[config.mk]
export PLATFORM = sky130hd
export DESIGN_NAME = egcg_top
export DESIGN_NICKNAME = d
export VERILOG_FILES = /design/src/design/egcg_pkg.sv /design/src/design/egcg_top.sv /design/src/design/egcg_gain_dec.sv
export SDC_FILE = /design/constraint.sdc
export NUM_CORES = 2
export LEC_CHECK = 0
export BUFFER_PORTS_ARGS = -buffer_cell sky130_fd_sc_hd__buf_2
export CELL_PAD_IN_SITES_DETAIL_PLACEMENT = 1
export CELL_PAD_IN_SITES_GLOBAL_PLACEMENT = 1
export CORE_UTILIZATION = 45
export CTS_BUF_LIST = sky130_fd_sc_hd__clkbuf_8
export DETAILED_ROUTE_END_ITERATION = 10
export PLACE_DENSITY = 0.81
export SETUP_SLACK_MARGIN = 0.5
export SYNTH_ARGS = -nofsm -noshare
export SYNTH_HDL_FRONTEND = slang
export SYNTH_SLANG_ARGS = --single-unit
[constraint.sdc]
create_clock -name CORE_CLK -period 8.8 [get_ports CORE_CLK]
set_clock_uncertainty 0.15 [all_clocks]
set_input_delay 1.76 -clock CORE_CLK [delete_from_list [all_inputs] [get_ports CORE_CLK]]
set_output_delay 1.76 -clock CORE_CLK [all_outputs]
set_load 0.01 [all_outputs]
[src/design/egcg_pkg.sv]
package egcg_pkg;
   // Register index space: byte address on APB is four times the index
   localparam int IDX_W = 11;
   localparam int ADDR_W = 13;
   localparam int GROUPS_DEF = 8;
   localparam int GROUPS_MAX = 8;
   localparam logic [10:0] IDX_MAIN0 = 11'h400;
   localparam logic [10:0] IDX_GAIN_RX0 = 11'h01d;
   localparam logic [4:0] OFF_CTL1 = 5'h00;
   localparam logic [4:0] OFF_GAIN_TX = 5'h1c;
   localparam logic [4:0] OFF_GAIN_RX = 5'h1d;
   // Gain register fields
   localparam int GAIN_W = 3;
   localparam int GAIN_IN_LSB = 4;
   localparam int GAIN_OUT_LSB = 0;
   localparam logic [2:0] GAIN_CODE_DEF = 3'h4;
   localparam logic [2:0] GAIN_CODE_MAX = 3'h7;
   localparam logic [2:0] GAIN_CODE_MIN = 3'h0;
   // Control register 1
   localparam logic [7:0] CTL1_RST = 8'h00;
   localparam int CTL1_PAD_BIT = 7;
   // Main control register fields
   localparam logic [7:0] MAIN_RST = 8'h00;
   localparam int MC_LO_W = 5;
   localparam int MC_GROUP_POWER_ON = 0;
   localparam int MC_LAW = 1;
   localparam int MC_FORMAT = 2;
   localparam int MC_MTDA = 3;
   localparam int MC_MTDB = 4;
   localparam int MC_TONE_IRQ_MASK_GLOBAL = 5;
   localparam int MC_ODE = 6;
   localparam int MC_WRALL = 7;
   // Gain in dB, two's complement
   localparam int DB_W = 6;
   localparam int GAIN_STEP_DB = 3;
   localparam int GAIN_MIN_DB = -12;
   localparam logic signed [5:0] PAD_DB = -6'sd12;
   localparam logic signed [5:0] UNITY_DB = 6'sd0;
   localparam logic signed [5:0] MAX_DB = 6'sd9;
endpackage

[src/design/egcg_top.sv]
// The APB register port is this design's own decision.
`timescale 1ns/1ns
// What this block does
// - Three-bit code selects gain, 3 dB steps
// - Separate gain field for each port
// - Pad bit forces 12 dB receive attenuation
// - Outputs drive only when bit and pin
// - Drive enable exists only in group 0
// - Global mask silences all tone interrupts
// - B mask silences tone detector B interrupt
module egcg_top #(
   parameter int GROUPS = egcg_pkg::GROUPS_DEF
) (
   input wire logic CORE_CLK, // 125 MHz clock
   input wire logic RESET, // Synchronous, active high
   input wire logic PSEL, // APB select
   input wire logic PENABLE, // APB enable
   input wire logic PWRITE, // APB direction
   input wire logic [12:0] PADDR, // APB byte address
   input wire logic [31:0] PWDATA, // APB write data
   output logic [31:0] PRDATA, // APB read data
   output logic PREADY, // APB ready
   output logic PSLVERR, // APB error
   input wire logic OUT_EN_PIN, // External output enable pin
   input wire logic [GROUPS-1:0] TONE_A_DET, // Tone detector A event
   input wire logic [GROUPS-1:0] TONE_B_DET, // Tone detector B event
   output logic [GROUPS-1:0] TONE_IRQ, // Tone interrupt per group
   output logic DATA_OUT_OE, // Rout/Sout drive enable
   output logic [GROUPS-1:0] GROUP_POWER_ON, // Group active
   output logic [GROUPS-1:0] LAW_SEL, // PCM law select
   output logic [GROUPS-1:0] FORMAT_SEL, // PCM format select
   output logic [2*GROUPS*6-1:0] RIN_GAIN_DB, // Receive-in gain per canceller
   output logic [2*GROUPS*6-1:0] ROUT_GAIN_DB, // Receive-out gain per canceller
   output logic [2*GROUPS*6-1:0] SIN_GAIN_DB, // Send-in gain per canceller
   output logic [2*GROUPS*6-1:0] SOUT_GAIN_DB // Send-out gain per canceller
);
   localparam int NC = 2 * GROUPS;

   if (GROUPS < 1 || GROUPS > egcg_pkg::GROUPS_MAX) begin : g_bad
      $error("GROUPS out of range");
   end

   typedef struct packed {
      logic [NC-1:0][2:0] rin;
      logic [NC-1:0][2:0] rout;
      logic [NC-1:0][2:0] sin;
      logic [NC-1:0][2:0] sout;
      logic [NC-1:0][7:0] ctl1;
      logic [GROUPS-1:0][4:0] main_lo;
      logic tone_irq_mask_global;
      logic output_drive_enable;
      logic wr_all;
      logic [2:0] pin_sync;
      logic pin_ok;
      logic ready;
      logic err;
      logic [31:0] rdata;
      logic oe;
      logic [GROUPS-1:0] irq;
      logic [NC-1:0][5:0] rin_db;
      logic [NC-1:0][5:0] rout_db;
      logic [NC-1:0][5:0] sin_db;
      logic [NC-1:0][5:0] sout_db;
   } egcg_state_t;

   egcg_state_t q;
   egcg_state_t d;
   logic [NC-1:0][5:0] dec_rin;
   logic [NC-1:0][5:0] dec_rout;
   logic [NC-1:0][5:0] dec_sin;
   logic [NC-1:0][5:0] dec_sout;

   for (genvar c = 0; c < NC; c++) begin : g_dec
      egcg_gain_dec u_dec (
         .rin_code(q.rin[c]),
         .rout_code(q.rout[c]),
         .sin_code(q.sin[c]),
         .sout_code(q.sout[c]),
         .pad(q.ctl1[c][egcg_pkg::CTL1_PAD_BIT]),
         .rin_db(dec_rin[c]),
         .rout_db(dec_rout[c]),
         .sin_db(dec_sin[c]),
         .sout_db(dec_sout[c])
      );
   end

   function automatic logic mapped(input logic [10:0] idx);
      logic hit;
      hit = 1'b0;
      if (idx >= egcg_pkg::IDX_MAIN0 && int'(idx) < int'(egcg_pkg::IDX_MAIN0) + GROUPS) begin
         hit = 1'b1;
      end else if (int'(idx[10:5]) < NC) begin
         hit = (idx[4:0] == egcg_pkg::OFF_CTL1) || (idx[4:0] == egcg_pkg::OFF_GAIN_TX) ||
               (idx[4:0] == egcg_pkg::OFF_GAIN_RX);
      end
      return hit;
   endfunction

   always_comb begin
      logic [10:0] idx;
      logic ok;
      logic setup;
      logic wr;
      logic hit;
      int c;
      int g;
      hit = 1'b0;
      idx = PADDR[12:2];
      ok = (PADDR[1:0] == 2'h0) && mapped(idx);
      setup = PSEL && !PENABLE && !q.ready;
      wr = PSEL && PENABLE && q.ready && PWRITE && ok;
      c = int'(idx[10:5]);
      g = int'(idx) - int'(egcg_pkg::IDX_MAIN0);
      d = q;
      // Answer is registered at the end of setup so the slave adds no wait state
      d.ready = setup;
      d.err = setup && !ok;
      d.rdata = '0;
      if (setup && ok && !PWRITE) begin
         if (idx >= egcg_pkg::IDX_MAIN0) begin
            d.rdata[4:0] = q.main_lo[g];
            if (g == 0) begin
               d.rdata[egcg_pkg::MC_TONE_IRQ_MASK_GLOBAL] = q.tone_irq_mask_global;
               d.rdata[egcg_pkg::MC_ODE] = q.output_drive_enable;
               d.rdata[egcg_pkg::MC_WRALL] = q.wr_all;
            end
         end else if (idx[4:0] == egcg_pkg::OFF_CTL1) begin
            d.rdata[7:0] = q.ctl1[c];
         end else if (idx[4:0] == egcg_pkg::OFF_GAIN_TX) begin
            d.rdata[egcg_pkg::GAIN_IN_LSB +: 3] = q.sin[c];
            d.rdata[egcg_pkg::GAIN_OUT_LSB +: 3] = q.sout[c];
         end else begin
            d.rdata[egcg_pkg::GAIN_IN_LSB +: 3] = q.rin[c];
            d.rdata[egcg_pkg::GAIN_OUT_LSB +: 3] = q.rout[c];
         end
      end
      for (int k = 0; k < NC; k++) begin
         hit = wr && idx < egcg_pkg::IDX_MAIN0 &&
               ((int'(idx[10:5]) == k) || (q.wr_all && idx[10:6] == '0 && idx[5] == k[0]));
         if (hit) begin
            case (idx[4:0])
               egcg_pkg::OFF_CTL1: d.ctl1[k] = PWDATA[7:0];
               egcg_pkg::OFF_GAIN_TX: begin
                  d.sin[k] = PWDATA[egcg_pkg::GAIN_IN_LSB +: 3];
                  d.sout[k] = PWDATA[egcg_pkg::GAIN_OUT_LSB +: 3];
               end
               egcg_pkg::OFF_GAIN_RX: begin
                  d.rin[k] = PWDATA[egcg_pkg::GAIN_IN_LSB +: 3];
                  d.rout[k] = PWDATA[egcg_pkg::GAIN_OUT_LSB +: 3];
               end
               default: ;
            endcase
         end
      end
      if (wr && idx >= egcg_pkg::IDX_MAIN0) begin
         d.main_lo[g] = PWDATA[4:0];
         // Other groups have no global bits to write
         if (g == 0) begin
            d.tone_irq_mask_global = PWDATA[egcg_pkg::MC_TONE_IRQ_MASK_GLOBAL];
            d.output_drive_enable = PWDATA[egcg_pkg::MC_ODE];
            d.wr_all = PWDATA[egcg_pkg::MC_WRALL];
         end
      end
      // Pin change accepted once stages two and three agree
      d.pin_sync = {q.pin_sync[1:0], OUT_EN_PIN};
      if (q.pin_sync[1] == q.pin_sync[2]) begin
         d.pin_ok = q.pin_sync[2];
      end
      d.oe = q.output_drive_enable && q.pin_ok;
      for (int k = 0; k < GROUPS; k++) begin
         d.irq[k] = !q.tone_irq_mask_global &&
            ((TONE_A_DET[k] && !q.main_lo[k][egcg_pkg::MC_MTDA]) ||
             (TONE_B_DET[k] && !q.main_lo[k][egcg_pkg::MC_MTDB]));
      end
      d.rin_db = dec_rin;
      d.rout_db = dec_rout;
      d.sin_db = dec_sin;
      d.sout_db = dec_sout;
   end

   always_ff @(posedge CORE_CLK) begin
      if (RESET) begin
         q <= '0;
         q.rin <= {NC{egcg_pkg::GAIN_CODE_DEF}};
         q.rout <= {NC{egcg_pkg::GAIN_CODE_DEF}};
         q.sin <= {NC{egcg_pkg::GAIN_CODE_DEF}};
         q.sout <= {NC{egcg_pkg::GAIN_CODE_DEF}};
         q.ctl1 <= {NC{egcg_pkg::CTL1_RST}};
      end else begin
         q <= d;
      end
   end

   assign PRDATA = q.rdata;
   assign PREADY = q.ready;
   assign PSLVERR = q.err;
   assign TONE_IRQ = q.irq;
   assign DATA_OUT_OE = q.oe;
   assign RIN_GAIN_DB = q.rin_db;
   assign ROUT_GAIN_DB = q.rout_db;
   assign SIN_GAIN_DB = q.sin_db;
   assign SOUT_GAIN_DB = q.sout_db;
   always_comb begin
      for (int k = 0; k < GROUPS; k++) begin
         GROUP_POWER_ON[k] = q.main_lo[k][egcg_pkg::MC_GROUP_POWER_ON];
         LAW_SEL[k] = q.main_lo[k][egcg_pkg::MC_LAW];
         FORMAT_SEL[k] = q.main_lo[k][egcg_pkg::MC_FORMAT];
      end
   end
endmodule

[src/design/egcg_gain_dec.sv]
`timescale 1ns/1ns
module egcg_gain_dec (
   input wire logic [2:0] rin_code, // Receive-in gain code
   input wire logic [2:0] rout_code, // Receive-out gain code
   input wire logic [2:0] sin_code, // Send-in gain code
   input wire logic [2:0] sout_code, // Send-out gain code
   input wire logic pad, // Fixed receive path attenuation
   output logic signed [5:0] rin_db, // Receive-in gain
   output logic signed [5:0] rout_db, // Receive-out gain
   output logic signed [5:0] sin_db, // Send-in gain
   output logic signed [5:0] sout_db // Send-out gain
);
   function automatic logic signed [5:0] db_of(input logic [2:0] code);
      db_of = 6'(egcg_pkg::GAIN_STEP_DB * int'(code) + egcg_pkg::GAIN_MIN_DB);
   endfunction

   // Pad replaces the whole receive path setting, not just one stage
   always_comb begin
      rin_db = pad ? egcg_pkg::PAD_DB : db_of(rin_code);
      rout_db = pad ? egcg_pkg::UNITY_DB : db_of(rout_code);
      sin_db = db_of(sin_code);
      sout_db = db_of(sout_code);
   end
endmodule

==> flow_summary_export.csv <==
group,metric,value,unit
status,outcome,"complete, no violations",
synthesis,synth_mux_area_share,13.1,%
worst_setup_path,cp-start-kind,"input pin",
flow_run,maxCapViolCount,0,
synthesis,ys_warn_count,0,
cells_and_area,fin_nets,4128,
sta,slew_violations,0,
place,gp_congestion,0.855,
sta,finalHoldViolCount,0,
floorplan,dieArea,0.0868,mm2
power_and_ir_drop,p_sw,1700,uW
clock_tree,clkLatencyLatePin,810,ps
power_and_ir_drop,p_per_area,174,mW/mm2
synthesis,yosys.area_share.xor_xnor,1.05,%
sta,timing.fmax,0.197,GHz
place,place_hpwl,77000,um
clock_tree,post_cts_resized,0,
synthesis,synth_seq_area_share,39.9,%
worst_setup_path,cp-endpoint,"q[666]",
cells_and_area,layout_common_cells,"dfxtp_1, buf_2, nor2_1",
synthesis,synth_cells,3667,
global_routing,gr-usage-all-layers,25.0,%
floorplan,num_io_pins,518,
synthesis,ys_top_cells_by_area,"dfxtp_1, buf_4, ha_1, mux2i_1, fa_1",
clock_tree,cts_setup_buffers,0,
floorplan,rows,106,
power_and_ir_drop,switching_share,23.6,%
routing,via_per_inst,5.16,
worst_setup_path,worstReg2RegStart,"PREADY",
routing,dr.pass1.iters,7,
synthesis,synth_top_area_cell,"dfxtp_1",
global_routing,antenna_found_initial,7,
clock_tree,cts.sinks,768,
global_routing,grt_pass1_vias,27200,
worst_setup_path,worst_r2r_endpoint,"q[504]",
routing,routedWlPerCell,22.2,um
cells_and_area,nFillCells,9285,
clock_tree,path_clk_slew,60,ps
synthesis,syn_area_per_cell,10.5,um2
floorplan,die_h,295,um
global_routing,overflow,0,
synthesis,synth_top_family_by_area,"adder cells",
worst_setup_path,crit_type,"input pin to flop",
sta,setup_violations,0,
clock_tree,cts_buffer_depth,3,
sta,fin_crit_sh,57.8,%
worst_setup_path,crit_path_end_kind,"flop",
worst_setup_path,arrival,5560,ps
worst_setup_path,crit_required,9280,ps
floorplan,coreArea,0.0842,mm2
cells_and_area,layout-drive-gt1-share,22.6,%
power_and_ir_drop,leakagePower,0.0170,uW
worst_setup_path,reg2regPathDepth,6,
global_routing,grt_max_degree,178,
clock_tree,cts_tree,"built",
power_and_ir_drop,p_int,5500,uW
sta,post-route-min-period,5090,ps
worst_setup_path,cp_max_fo,32,
power_and_ir_drop,p_comb_share,3.1,%
worst_setup_path,startpoint,"PADDR[7]",
routing,drc,0,
synthesis,synth_edf_count,0,
worst_setup_path,r2r_slack,5590,ps
clock_tree,cts-buffers-inserted,137,
floorplan,start_util,45.7,%
place,pre_cts_slack,3050,ps
synthesis,yosys.area_share.simple,10.9,%
routing,ant_nets,0,
worst_hold_path,min_path_type,"flop to flop",
synthesis,synth.cell_area,0.0385,mm2
power_and_ir_drop,p_seq_share,48.3,%
synthesis,synthFlopType,"dfxtp_1",
sta,rsz0062_at_grt,"no",
routing,wl,109000,um
routing,first_iter_violations,1489,
power_and_ir_drop,p_clk_share,48.6,%
place,port_buffers,469,
cells_and_area,layout_commonest_cell,"dfxtp_1",
sta,relSlewSlack,9.43,%
routing,vias,25300,
synthesis,synth_top_area_share,39.9,%
cells_and_area,area_growth,7.29,%
global_routing,grt_pass1_wl,164000,um
clock_tree,htree_num_levels,4,
power_and_ir_drop,max-vdd-ir-drop,138,uV
synthesis,synth-compound-area-share,6.86,%
synthesis,postSynth.asyncResetShare,0,%
synthesis,yosysUniqueCellTypes,53,
sta,fin_tns_setup,0,ps
floorplan,die_w,295,um
sta,setup_ws,3710,ps
synthesis,synth_fa_ha_area_share,14.8,%
sta,max_slew.worst_pin.slew,1360,ps
clock_tree,root_buffer,"clkbuf_8",
synthesis,ys_ff_latch,768,
clock_tree,cts_hold_buf,0,
## flip-flops by register name (all words and copies together), names as in the netlist
| register | count |
|---|---|
| DATA_OUT_OE | 1 |
| SIN_GAIN_DB | 96 |
| q | 341 |
| PSLVERR | 1 |
| GROUP_POWER_ON | 8 |
| FORMAT_SEL | 8 |
| LAW_SEL | 8 |
| TONE_IRQ | 8 |
| d | 2 |
| PREADY | 1 |
| PRDATA | 8 |
| SOUT_GAIN_DB | 96 |
| ROUT_GAIN_DB | 96 |
| RIN_GAIN_DB | 94 |
## per-stage QoR
step	cell area (um2)	cells	hold slack [ps]	utilization, %	total power [uW]
2_1_floorplan	38600	3690	264	-	3710
5_1_grt	41300	4912	317	49.1	7440
4_1_cts	41300	4911	309	49.1	7280
6_report	41300	4914	303	49.1	7200
3_5_place_dp	38500	4678	286	45.7	3780
3_3_place_gp	38500	4678	279	45.7	3770
## cells by family (layout without fill, tap and decap cells)
logic type / Yosys count / in the layout
buffers and inverters: 906 / 993
and+or+nand+nor: 893 / 893
DFF: 768 / 768
muxes: 397 / 397
adders and majority gates: 378 / 378
AOI/OAI and AO/OA: 278 / 278
xor gates and xnor gates: 46 / 46
other: 1 / 27
## power by group through the flow
stage	Combinational (uW)	Sequential, uW	Clock, uW
finish	223	3480	3500
global placement	217	3560	0
CTS	221	3480	3570
detailed placement	220	3560	0
floorplan	156	3560	0
global route	236	3480	3730
## how the worst min path moves through the flow
| stage | from | endpoint | slack, ps | cells after the start |
|---|---|---|---|---|
| final | q[427] | DATA_OUT_OE | 300 | 2 |
| after detailed placement | d[429] | d[430] | 290 | 1 |
| after global placement | d[429] | d[430] | 280 | 1 |
| after CTS | q[427] | DATA_OUT_OE | 310 | 2 |
| after floorplan | d[429] | d[430] | 260 | 1 |
| after global routing | q[427] | DATA_OUT_OE | 320 | 2 |
## final cells by class
cell class                      count  area, um2  share of cell area [%]
Clock buffer                      170       2340                    5.66
Clock inverter                     63        509                    1.23
Antenna cell                        3       7.51                  0.0182
Multi-Input combinational cell   2016      18100                    43.8
Sequential cell                   768      15400                    37.2
Inverter                          262        983                    2.38
Tap cell                         1134       1420                    3.43
Timing Repair Buffer              498       2610                    6.30
## cell usage after synthesis, drive strengths merged, types with 7 or more instances
cell,n
a21oi,152
mux2,10
nor2b,70
xor2,17
inv,260
buf,519
nand4,8
nor4,9
a22oi,9
fa,128
clkbuf,125
a2111oi,54
and3,8
o211ai,15
nand3,7
ha,250
and2,86
nor2,440
o21ai,19
mux2i,302
dfxtp,768
xnor2,29
nand2b,45
mux4,85
nand2,72
nor3,132
## routing by layer
metal,GRT usage (%),wire [um],vias to the layer above
li1,-,-,11500
met4,10.6,3960,12
met1,29.4,43700,12800
met5,0,80,-
met2,43.9,55300,767
met3,5.33,6170,242
## critical path: stages
cell,delay (ps)
buf_4,280
nor2_1,520
nand4_1,610
buf_4,590
buf_4,410
a2111oi_4,990
mux2i_1,270
nor2_1,60
(Power assumes the default switching activity.)
